`src/design/ddc_channel_pkg.sv`:
```
// Purpose: constants for one down-converter channel configuration block
// Assumes: 25 MHz pclk, 16-bit converter samples
// Notes: registers are numbered by index; each takes one aligned word on APB
package ddc_channel_pkg;
    localparam logic [11:0] index_control = 12'h350;
    localparam logic [11:0] index_input_select = 12'h351;
    // byte address is four times the index
    localparam logic [11:0] addr_control = {index_control[9:0], 2'b00};
    localparam logic [11:0] addr_input_select = {index_input_select[9:0], 2'b00};
    localparam int reg_w = 8;
    localparam int dec_hi = 2;
    localparam int dec_lo = 0;
    localparam logic [5:0] ratio_reset = 6'h01;
    localparam logic [7:0] control_reset = 8'h00;
    localparam logic [7:0] input_select_reset = 8'h00;
    localparam int bit_mixer = 7;
    localparam int bit_gain = 6;
    localparam int bit_if_hi = 5;
    localparam int bit_if_lo = 4;
    localparam int bit_c2r = 3;
    localparam int bit_q_sel = 2;
    localparam int bit_i_sel = 0;
    localparam int ext_hi = 7;
    localparam int ext_lo = 4;
    localparam logic [7:0] input_select_mask = 8'hF5;
    localparam int sample_w = 16;
    localparam logic [2:0] dec_use_ext = 3'h7;
    // stage enable bits, high to low: fifth-band, third-band, half-band four down to one
    localparam int stage_w = 6;
    typedef enum {if_variable, if_zero, if_fs, if_test} if_mode_t;
endpackage : ddc_channel_pkg

```
`src/design/ddc_channel_config.sv`:
```
// Purpose: configuration and data path steering of one down-converter channel
// Assumes: samples synchronous to pclk; APB slave with zero wait states
// Notes: filter stages themselves are outside; this selects, routes and decimates
// Behaviour
// - mixer bit 0 real mixer from one channel, 1 complex from two
// - gain bit 1 doubles output, 0 passes unchanged
// - complex-to-real bit 1 drives only I output, 0 both valid
// - code 000: stages one, two; rate 2 or 4
// - code 001: stages one to three; rate 4 or 8
// - code 010: stages one to four; rate 8 or 16
// - code 011: stage one only; rate 1 or 2
// - code 100: stage one plus third-band; rate 3 or 6
// - code 101: stages one, two plus third-band; rate 6 or 12
// - code 110: stages one to three plus third-band; rate 12 or 24
// - code 111 hands choice to the extended field
// - extended field ignored unless main code is all ones
// - extended 0: third-band and all four half-bands; rate 48 or 24
// - extended 2: fifth-band plus stage one; rate 10 or 5
// - extended 3: fifth-band plus stages one, two; rate 20 or 10
// - extended 4: fifth-band plus stages one to three; rate 40 or 20
//
// Local design decision: the APB register port.
`timescale 1ns/10ps
`default_nettype none
module ddc_channel_config import ddc_channel_pkg::*; (
    // apb slave
    input wire logic pclk,
    input wire logic presetn,
    input wire logic psel,
    input wire logic penable,
    input wire logic pwrite,
    input wire logic [11:0] paddr,
    input wire logic [31:0] pwdata,
    output logic [31:0] prdata,
    output logic pready,
    output logic pslverr,
    // converter samples
    input wire logic [sample_w-1:0] chan_a,
    input wire logic [sample_w-1:0] chan_b,
    input wire logic sample_valid,
    // output to framing
    output logic [sample_w-1:0] out_i,
    output logic [sample_w-1:0] out_q,
    output logic out_i_valid,
    output logic out_q_valid,
    // decoded configuration
    output logic [stage_w-1:0] stage_enable,
    output logic [5:0] decim_ratio,
    output logic [1:0] if_mode,
    output logic complex_mixer,
    output logic config_error
);
    logic [7:0] control;
    logic [7:0] input_select;
    logic [stage_w-1:0] next_stage;
    logic [5:0] next_ratio;
    logic next_error;
    logic strobe;
    logic [sample_w-1:0] mix_i;
    logic [sample_w-1:0] mix_q;
    logic fs_flip;
    logic c2r;

    // half rate when complex-to-real drops the Q path
    function automatic logic [5:0] pick_rate(input logic on, input logic [5:0] r_on,
                                             input logic [5:0] r_off);
        return on ? r_on : r_off;
    endfunction : pick_rate

    function automatic logic [sample_w-1:0] apply_gain(input logic [sample_w-1:0] s,
                                                       input logic g);
        return g ? {s[sample_w-2:0], 1'b0} : s;
    endfunction : apply_gain

    assign c2r = control[bit_c2r];
    wire access = psel && penable;
    wire wr = access && pwrite;
    wire mapped = (paddr == addr_control) || (paddr == addr_input_select);

    // register writes on the access phase
    always_ff @(posedge pclk or negedge presetn) begin
        if (!presetn) begin
            control <= control_reset;
        end else if (wr && paddr == addr_control) begin
            control <= pwdata[reg_w-1:0];
        end
    end

    // reserved bits of the select register stay zero
    always_ff @(posedge pclk or negedge presetn) begin
        if (!presetn) begin
            input_select <= input_select_reset;
        end else if (wr && paddr == addr_input_select) begin
            input_select <= pwdata[reg_w-1:0] & input_select_mask;
        end
    end

    // read multiplexer, unmapped reads as zero
    function automatic logic [reg_w-1:0] read_reg(input logic [11:0] a);
        if (a == addr_control) begin
            return control;
        end else if (a == addr_input_select) begin
            return input_select;
        end else begin
            return 8'h00;
        end
    endfunction : read_reg

    // ready answers every setup cycle: one wait-free access
    always_ff @(posedge pclk or negedge presetn) begin
        if (!presetn) begin
            pready <= 1'b0;
        end else begin
            pready <= psel && !penable;
        end
    end

    // unmapped addresses are refused; writes to them are dropped
    always_ff @(posedge pclk or negedge presetn) begin
        if (!presetn) begin
            pslverr <= 1'b0;
        end else begin
            pslverr <= psel && !penable && !mapped;
        end
    end

    // read data taken in the setup cycle, held until the next read
    always_ff @(posedge pclk or negedge presetn) begin
        if (!presetn) begin
            prdata <= 32'h0000_0000;
        end else if (psel && !penable && !pwrite) begin
            prdata <= {24'h00_0000, read_reg(paddr)};
        end
    end

    // decode filter chain selection
    always_comb begin
        next_stage = 6'h00;
        next_ratio = 6'h01;
        next_error = 1'b0;
        case (control[dec_hi:dec_lo])
            3'h0: begin
                next_stage = 6'h03;
                next_ratio = pick_rate(c2r, 6'h02, 6'h04);
            end
            3'h1: begin
                next_stage = 6'h07;
                next_ratio = pick_rate(c2r, 6'h04, 6'h08);
            end
            3'h2: begin
                next_stage = 6'h0F;
                next_ratio = pick_rate(c2r, 6'h08, 6'h10);
            end
            3'h3: begin
                next_stage = 6'h01;
                next_ratio = pick_rate(c2r, 6'h01, 6'h02);
            end
            3'h4: begin
                next_stage = 6'h11;
                next_ratio = pick_rate(c2r, 6'h03, 6'h06);
            end
            3'h5: begin
                next_stage = 6'h13;
                next_ratio = pick_rate(c2r, 6'h06, 6'h0C);
            end
            3'h6: begin
                next_stage = 6'h17;
                next_ratio = pick_rate(c2r, 6'h0C, 6'h18);
            end
            default: begin
                case (input_select[ext_hi:ext_lo])
                    4'h0: begin
                        next_stage = 6'h1F;
                        next_ratio = pick_rate(c2r, 6'h18, 6'h30);
                    end
                    4'h2: begin
                        next_stage = 6'h21;
                        next_ratio = pick_rate(c2r, 6'h05, 6'h0A);
                    end
                    4'h3: begin
                        next_stage = 6'h23;
                        next_ratio = pick_rate(c2r, 6'h0A, 6'h14);
                    end
                    4'h4: begin
                        next_stage = 6'h27;
                        next_ratio = pick_rate(c2r, 6'h14, 6'h28);
                    end
                    default: begin
                        next_error = 1'b1;
                    end
                endcase
            end
        endcase
    end

    always_ff @(posedge pclk or negedge presetn) begin
        if (!presetn) begin
            stage_enable <= '0;
        end else begin
            stage_enable <= next_stage;
        end
    end

    always_ff @(posedge pclk or negedge presetn) begin
        if (!presetn) begin
            decim_ratio <= ratio_reset;
        end else begin
            decim_ratio <= next_ratio;
        end
    end

    // reserved extended codes raise the error and mute the outputs
    always_ff @(posedge pclk or negedge presetn) begin
        if (!presetn) begin
            config_error <= 1'b0;
        end else begin
            config_error <= next_error;
        end
    end

    always_ff @(posedge pclk or negedge presetn) begin
        if (!presetn) begin
            if_mode <= 2'h0;
        end else begin
            if_mode <= control[bit_if_hi:bit_if_lo];
        end
    end

    always_ff @(posedge pclk or negedge presetn) begin
        if (!presetn) begin
            complex_mixer <= 1'b0;
        end else begin
            complex_mixer <= control[bit_mixer];
        end
    end

    always_comb begin
        mix_i = input_select[bit_i_sel] ? chan_b : chan_a;
        // real mixer uses I channel for both
        mix_q = control[bit_mixer] ? (input_select[bit_q_sel] ? chan_b : chan_a) : mix_i;
    end

    ddc_decim_counter decimator (
        .pclk(pclk),
        .presetn(presetn),
        .ratio(decim_ratio),
        .in_valid(sample_valid),
        .strobe(strobe)
    );

    // fs mixing flips sign each output in complex-to-real mode
    always_ff @(posedge pclk or negedge presetn) begin
        if (!presetn) begin
            fs_flip <= 1'b0;
        end else if (strobe && c2r) begin
            fs_flip <= !fs_flip;
        end else if (!c2r) begin
            fs_flip <= 1'b0;
        end
    end

    always_ff @(posedge pclk or negedge presetn) begin
        if (!presetn) begin
            out_i_valid <= 1'b0;
        end else begin
            out_i_valid <= strobe && !next_error;
        end
    end

    always_ff @(posedge pclk or negedge presetn) begin
        if (!presetn) begin
            out_q_valid <= 1'b0;
        end else begin
            out_q_valid <= strobe && !next_error && !c2r;
        end
    end

    always_ff @(posedge pclk or negedge presetn) begin
        if (!presetn) begin
            out_i <= '0;
        end else if (strobe) begin
            out_i <= apply_gain(fs_flip ? (~mix_i + 16'h0001) : mix_i, control[bit_gain]);
        end
    end

    always_ff @(posedge pclk or negedge presetn) begin
        if (!presetn) begin
            out_q <= '0;
        end else if (strobe) begin
            out_q <= c2r ? '0 : apply_gain(mix_q, control[bit_gain]);
        end
    end
endmodule : ddc_channel_config
`default_nettype wire

```
`src/design/ddc_decim_counter.sv`:
```
// Purpose: emits one output strobe every ratio input samples
// Assumes: ratio at least one
// Notes: restarts when ratio changes
`timescale 1ns/10ps
`default_nettype none
module ddc_decim_counter import ddc_channel_pkg::*; (
    // clock and reset
    input wire logic pclk,
    input wire logic presetn,
    // control
    input wire logic [5:0] ratio,
    input wire logic in_valid,
    output logic strobe
);
    logic [5:0] count;
    logic [5:0] last_ratio;

    always_ff @(posedge pclk or negedge presetn) begin
        if (!presetn) begin
            count <= 6'h00;
            last_ratio <= 6'h00;
        end else begin
            last_ratio <= ratio;
            if (ratio != last_ratio) begin
                count <= 6'h00;
            end else if (in_valid) begin
                count <= (count + 6'h01 >= ratio) ? 6'h00 : count + 6'h01;
            end
        end
    end

    assign strobe = in_valid && (ratio == last_ratio) && (count + 6'h01 >= ratio);
endmodule : ddc_decim_counter
`default_nettype wire

```
`config.mk`:
```
export PLATFORM = sky130hd
export DESIGN_NAME = ddc_channel_config
export DESIGN_NICKNAME = d
export VERILOG_FILES = /design/src/design/ddc_channel_pkg.sv /design/src/design/ddc_channel_config.sv /design/src/design/ddc_decim_counter.sv
export SDC_FILE = /design/constraint.sdc
export NUM_CORES = 1
export LEC_CHECK = 0
export BUFFER_PORTS_ARGS = -buffer_cell sky130_fd_sc_hd__buf_2
export CORE_UTILIZATION = 30
export DETAILED_ROUTE_END_ITERATION = 8
export PLACE_DENSITY_LB_ADDON = 0.08
export SLEW_MARGIN = 25
export SYNTH_ARGS = -nofsm -noshare
export SYNTH_HDL_FRONTEND = slang
export SYNTH_SLANG_ARGS = --single-unit
```
`constraint.sdc`:
```
create_clock -name pclk -period 2.8 [get_ports pclk]
set_clock_uncertainty 0.15 [all_clocks]
set_input_delay 0.28 -clock pclk [delete_from_list [all_inputs] [get_ports pclk]]
set_output_delay 0.28 -clock pclk [all_outputs]
set_load 0.01 [all_outputs]
```
==> metrics.yaml, run 1 <==
synth-async-reset-ratio: 1.00
layout_setup_ws_ns: 0.184
crit_chain: "buf_12 > or3b_2 > a222oi_1 > buf_4 > a41oi_1 > xor2_1 > or3_1 > o211ai_1"
syn_area_um2: 5000
rows: 46
path_class: "reg -> reg"
htreeDepth: 3
cellLeakagePower_nw: 2.91
worst_path_largest_cell_delay_ns: 0.46
first_global_vias: 4228
min_path_type: "in -> reg"
numCtsBuffers: 9
path_clk_slew_ns: 0.07
vias: 4139
critPathBufInv: 2
avgSynthCellArea_um2: 9.48
cts_tree: "built"
grt_pass1_wl_um: 21900
rsz0062_at_grt: "true"
place_hpwl_um: 9670
ys_seq_area_frac: 0.436
start_util: 0.311
cap_violations: 0
syn-instance-count: 527
syn_to_final_growth_pct: 21.8
required_ns: 2.91
final_cells: 858
wire_per_inst_um: 15.7
ys_ff_latch: 87
max_freq_mhz: 382
cp-start-kind: "register"
critPathTopFamily: "simple AND/OR/NAND/NOR gates"
die_y_um: 131
critical_path_arrival_ns: 2.73
clock_path_buffers: 2
crit_slowest_cell: "or3b_2"
gp_congestion: 0.815
grt_max_degree: 88
setup_viol: 0
track_usage: 0.168
drt_iter0_drc: 205
remaining_drc_errors: 0
end_kind: "register"
finalHoldViolCount: 0
clkSinkCount: 87
period_needed_ns: 2.62
layout.nets: 727
p_per_area_nw_per_um2: 676
drt.antenna.violating_nets: 0
drv_slew: 0
ys.warnings.count: 0
slew_headroom: 0.511
dp_cells: 838
synth_edf_count: 0
overflow: 0
fp.dieArea_um2: 17200
wirelength_um: 13500
viasPerCell: 4.82
cp_max_fo: 33
layout-drive-gt1-share: 0.285
final_core_util: 0.379
fin_total_pwr_w: 0.00411
worstMarginPinSlew_ns: 0.728
core_area_um2: 16100
vdd_drop_max_uv: 297
status: "complete, no violations"
pre_cts_ws_ns: 0.189
antenna_found_initial: 0
fp.dieW_um: 131
portBuffers: 117
io_pins: 166
synth_cell_types: 55
clk_latency_ns: 0.35
yosys_most_used_dff: "dfrtp_1"
setup_tns_ns: 0
timing.final.crit_share: 0.934
cts-root-buf: "clkbuf_16"
diodes: 0
drtPass1Iterations: 5
layout make-up:
class | instances | area, um^2
Tap cell | 216 | 270
Timing Repair Buffer | 134 | 751
Multi-Input combinational cell | 393 | 2550
Clock inverter | 5 | 38.8
Clock buffer | 11 | 253
Sequential cell | 87 | 2180
Inverter | 12 | 45.0
Fill cell | 1658 | 9970
placed cells by master, fill, tap and decap left out, types with 3 or more instances in the layout:
master / n
xor2_1: 12
a22oi_1: 6
nor2b_1: 3
o221ai_1: 3
o32ai_1: 3
nand3b_1: 9
buf_4: 12
o21ai_0: 31
ha_1: 8
nand3_1: 10
a21oi_1: 18
and2_1: 7
o31ai_1: 10
nand2_1: 73
o41ai_1: 3
dfrtp_1: 86
mux2_2: 26
nor2_1: 36
inv_1: 11
buf_2: 116
nand2b_1: 8
clkbuf_16: 9
xnor2_1: 13
dlygate4sd3_1: 4
or3_1: 11
mux2i_1: 26
nor3_1: 7
a22o_1: 5
conb_1: 24
nor3b_1: 4
o211ai_1: 7
metrics by stage:
step / hold WS (ns) / cell area, um^2
global route: 0.0205 / 6080
detailed placement: 0.227 / 5740
CTS: 0.0155 / 6070
floorplan: -0.166 / 5080
global placement: 0.220 / 5740
finish: 0.0172 / 6080
worst paths after layout:
check	from	to	slack, ns	cells after the start
min	pwdata[2]	control[2]$_DFFE_PN0P_	0.02	3
max	input_select[0]$_DFFE_PN0P_	out_i[13]$_DFFE_PN0P_	0.18	8
max in group asynchronous	presetn	decim_ratio[0]$_DFF_PN1_	1.75	3
min reg2reg	control[5]$_DFFE_PN0P_	if_mode[1]$_DFF_PN0_	0.26	0
max reg2reg	input_select[0]$_DFFE_PN0P_	out_i[13]$_DFFE_PN0P_	0.18	8
min in group asynchronous	presetn	stage_enable[0]$_DFF_PN0_	0.37	3
synthesized netlist by cell type, types with 4 or more instances:
cell      instances  area [um^2]
o31ai_1          10         75.1
a22o_1            5         43.8
nor2_1           36          135
nand2b_1          9         56.3
ha_1              8          100
or3_1            11         68.8
clkbuf_1         28          105
nand3b_1          9         67.6
xnor2_1          13          114
xor2_1           12          105
inv_1            11         41.3
o21ai_0          31          155
nand2_1          73          274
nor3_1            7         35.0
mux2_2           26          293
mux2i_1          26          260
a21oi_1          18         90.1
a22oi_1           6         45.0
dfrtp_1          86         2150
nand3_1          10         50.1
o41ai_1           4         35.0
o211ai_1          7         52.6
buf_2             4         20.0
and2_1            7         43.8
buf_4            24          180
nor3b_1           4         30.0
registers in the layout, summed over array words and instances (netlist names), 6 cells and up:
signal,flops
decim_ratio,6
input_select,6
control,8
out_i,16
decimator.last_ratio,6
stage_enable,6
decimator.count,6
prdata,8
out_q,16
per-layer routing:
layer,GRT usage,share of wire
met3,0.0418,0.054
met4,0.0514,0.011
met5,0,0
met2,0.262,0.46
met1,0.227,0.48
kinds of logic (layout without fill, tap and decap cells):
kind of cell / Yosys count / after routing / synth area share
AND/OR/NAND/NOR: 183 / 183 / 0.179
AO/OA/AOI/OAI: 100 / 100 / 0.132
flip-flops: 87 / 87 / 0.436
buffers and inverters: 70 / 162 / 0.0746
multiplexers: 53 / 53 / 0.113
XOR/XNOR: 25 / 25 / 0.0438
adder cells (fa/ha/maj): 8 / 8 / 0.0200
other: 1 / 24 / 0.000751
power breakdown:
part | switching, W | internal (W) | leakage, nW
combinational | 0.000734 | 0.000513 | 1.66
sequential | 0.000152 | 0.00152 | 1.11
clock | 0.000538 | 0.000657 | 0.143
worst min-delay path: cells and delay by family:
| family | cells | cell delay (ns) |
|---|---|---|
| buf+inv | 1 | 0.09 |
| simple gates | 1 | 0.04 |
| compound gates | 1 | 0.06 |
timing repair:
item / in CTS / in global routing
buffers inserted: 0 / 0
hold endpoints to repair: 89 / 0
hold buffers: 4 / 0
endpoints found under the setup margin: 0 / 10
resized for setup: 0 / 2
No activity file was read; power rests on OpenSTA's default activity.
==> run 2: changes to the inputs <==
- CORE_UTILIZATION: 30 -> 46
- SETUP_SLACK_MARGIN: not set -> 0.4
==> run 2 against run 1 <==
  * Via count increased by 4.1%
  * Clock power decreased by 9%
  * Critical path depth increased by 4
  * Fmax increased by 4.3%
  * Die area decreased by 34%
  * Utilization increased by 24 points
  * Routed wire length decreased by 7.1%
==> metrics.yaml, run 2 (synthesis gave the netlist of run 1 again) <==
p_sw_frac: 0.332  # -0.0140
holdPathStages: 2  # -1
grt_max_degree: 51  # -42%
syn_to_final_growth_pct: 28.4
cellLeakagePower_nw: 3.15  # +8.2%
path_clk_slew_ns: 0.10  # +0.03 ns
overflow: 0  # unchanged
crit_chain: "ha_4 > nand3_2 > xnor2_2 > ha_1 > a21o_1 > a21oi_2 > o31ai_4 > nand2b_4 > buf_6 > buf_6 > nand2b_4 > o221ai_2"
rsz0062_at_grt: "true"
cp-start-kind: "register"
track_usage: 0.228  # +0.0607
drtPass1Iterations: 4  # -1
start_util: 0.480  # +0.169
viasPerCell: 5.33  # +10%
combPwrFrac: 0.381  # +0.078
p_per_area_nw_per_um2: 695  # +2.7%
setup_viol: 0  # unchanged
regToRegStartpoint: "decimator.count[1]$_DFFE_PN0P_"
wirelength_um: 12500  # -7.1%
die_y_um: 106  # -19%
period_needed_ns: 2.51  # -0.108 ns
layout_common_cells: "116 x buf_2, 85 x dfrtp_1, 73 x nand2_1"
portBuffers: 117  # unchanged
diodes: 0  # unchanged
cp_max_fo: 6  # -82%
wire_per_inst_um: 15.5  # -1.5%
multiInputGateArea_um2: 2690  # +5.6%
end_kind: "register"
layout_setup_ws_ns: 0.291  # +0.108 ns
worstHoldStart: "pwdata[4]"
finalHoldViolCount: 0  # unchanged
remaining_drc_errors: 0  # unchanged
required_ns: 2.89  # -0.02 ns
setup_tns_ns: 0  # unchanged
drt_iter0_drc: 199  # -2.9%
core_area_um2: 10400  # -35%
reg2reg_to: "out_i[14]$_DFFE_PN0P_"
first_global_vias: 4105  # -2.9%
seqCellArea_um2: 2180  # about the same
cts_tree: "built"
layout-drive-gt1-share: 0.345  # +0.0597
clock_path_buffers: 2  # unchanged
min_path_type: "in -> reg"
critPathBufInv: 2  # unchanged
clkPwrFrac: 0.243  # -0.047
netSwitchingPower_w: 0.00148  # +4.0%
worstMarginPinSlew_ns: 0.657  # -0.0718 ns
path_class: "reg -> reg"
pre_cts_ws_ns: 0.0177  # -0.171 ns
max_freq_mhz: 399  # +4.3%
slew_headroom: 0.562  # +0.0516
drv_slew: 0  # unchanged
fp.dieW_um: 106  # -19%
cap_violations: 0  # unchanged
reg2reg_setup_slack_ns: 0.29  # +0.11 ns
htreeDepth: 3  # unchanged
clkSinkCount: 87  # unchanged
antenna_found_initial: 0  # unchanged
p_int_w: 0.00298  # +11%
seq_power_share: 0.376  # -0.030
cts-root-buf: "clkbuf_8"
hold_end: "input_select[4]$_DFFE_PN0P_"
gp_congestion: 0.876  # +7.5%
worst_path_largest_cell_delay_ns: 0.43  # -0.03 ns
clk_latency_ns: 0.36  # about the same
timing.final.crit_share: 0.896  # -0.0384
critPathTopFamily: "compound AO/OA/AOI/OAI gates"
status: "complete, no violations"
grt_pass1_wl_um: 20300  # -7.3%
io_pins: 166  # unchanged
fp.dieArea_um2: 11300  # -34%
critical_path_arrival_ns: 2.60  # -0.13 ns
largestRegisters: "out_i (16), out_q (16)"
numCtsBuffers: 9  # unchanged
drt.antenna.violating_nets: 0  # unchanged
vdd_drop_max_uv: 348  # +17%
rows: 37  # -20%
layout.nets: 758  # +4.3%
place_hpwl_um: 8760  # -9.5%
reg2reg_depth: 12  # +4
crit_slowest_cell: "dfrtp_1"
final_common_cell: "buf_2"
fill_cells: 925  # -44%
vias: 4309  # +4.1%
==> run 2: layer usage <==
metal	wire (um)	GRT usage	part of all wire
met1	5770	0.324	0.46
met2	5880	0.356	0.47
met3	717	0.0533	0.057
met4	177	0.0476	0.014
met5	0	0	0
==> run 2: area by class of cell <==
cell class	instances	area share
clock inverters	6	0.0181
repair buffers	165	0.169
flip-flops and latches	87	0.340
multi-input cells	393	0.419
well taps	136	0.0265
clock buffers	10	0.0199
inverters	12	0.00702
==> run 2: worst max path at each step <==
stage / startpoint / to / slack, ns / cells past startpoint
after floorplan: input_select[0]$_DFFE_PN0P_ / out_i[10]$_DFFE_PN0P_ / 0.37 / 11
after global placement: input_select[0]$_DFFE_PN0P_ / out_i[13]$_DFFE_PN0P_ / 0.04 / 7
after CTS: decimator.count[1]$_DFFE_PN0P_ / out_i[14]$_DFFE_PN0P_ / 0.30 / 12
after global routing: decimator.count[1]$_DFFE_PN0P_ / out_i[14]$_DFFE_PN0P_ / 0.18 / 12
final: decimator.count[1]$_DFFE_PN0P_ / out_i[14]$_DFFE_PN0P_ / 0.29 / 12
after detailed placement: input_select[0]$_DFFE_PN0P_ / out_i[13]$_DFFE_PN0P_ / 0.02 / 7
==> run 2: power by group through the flow <==
stage	Sequential, W	Clock (W)	Combinational [W]
floorplan	0.00178	0	0.000691
global placement	0.00169	0	0.00121
detailed placement	0.00170	0	0.00124
CTS	0.00167	0.00110	0.00160
global route	0.00170	0.00116	0.00186
finish	0.00168	0.00108	0.00170
==> run 2: stage by stage <==
| stage | instances | total power, W | hold WS (ns) | util | cell area (um^2) |
|---|---|---|---|---|---|
| floorplan | 550 | 0.00247 | -0.166 | - | 5110 |
| global placement | 762 | 0.00290 | 0.197 | 0.545 | 5670 |
| detailed placement | 762 | 0.00294 | 0.210 | 0.545 | 5670 |
| CTS | 802 | 0.00437 | 0.00518 | 0.602 | 6270 |
| global route | 809 | 0.00473 | 0.00421 | 0.616 | 6420 |
| finish | 809 | 0.00446 | 0.0135 | 0.616 | 6420 |
==> run 2: timing repair <==
item                       in CTS  in global routing
hold buffers                    6                  0
setup endpoints to repair      41                 41
gates cloned                    1                  0
pin swaps                       4                 11
hold endpoints to repair       54                  0
resized for setup              25                 18
buffers inserted               17                  7
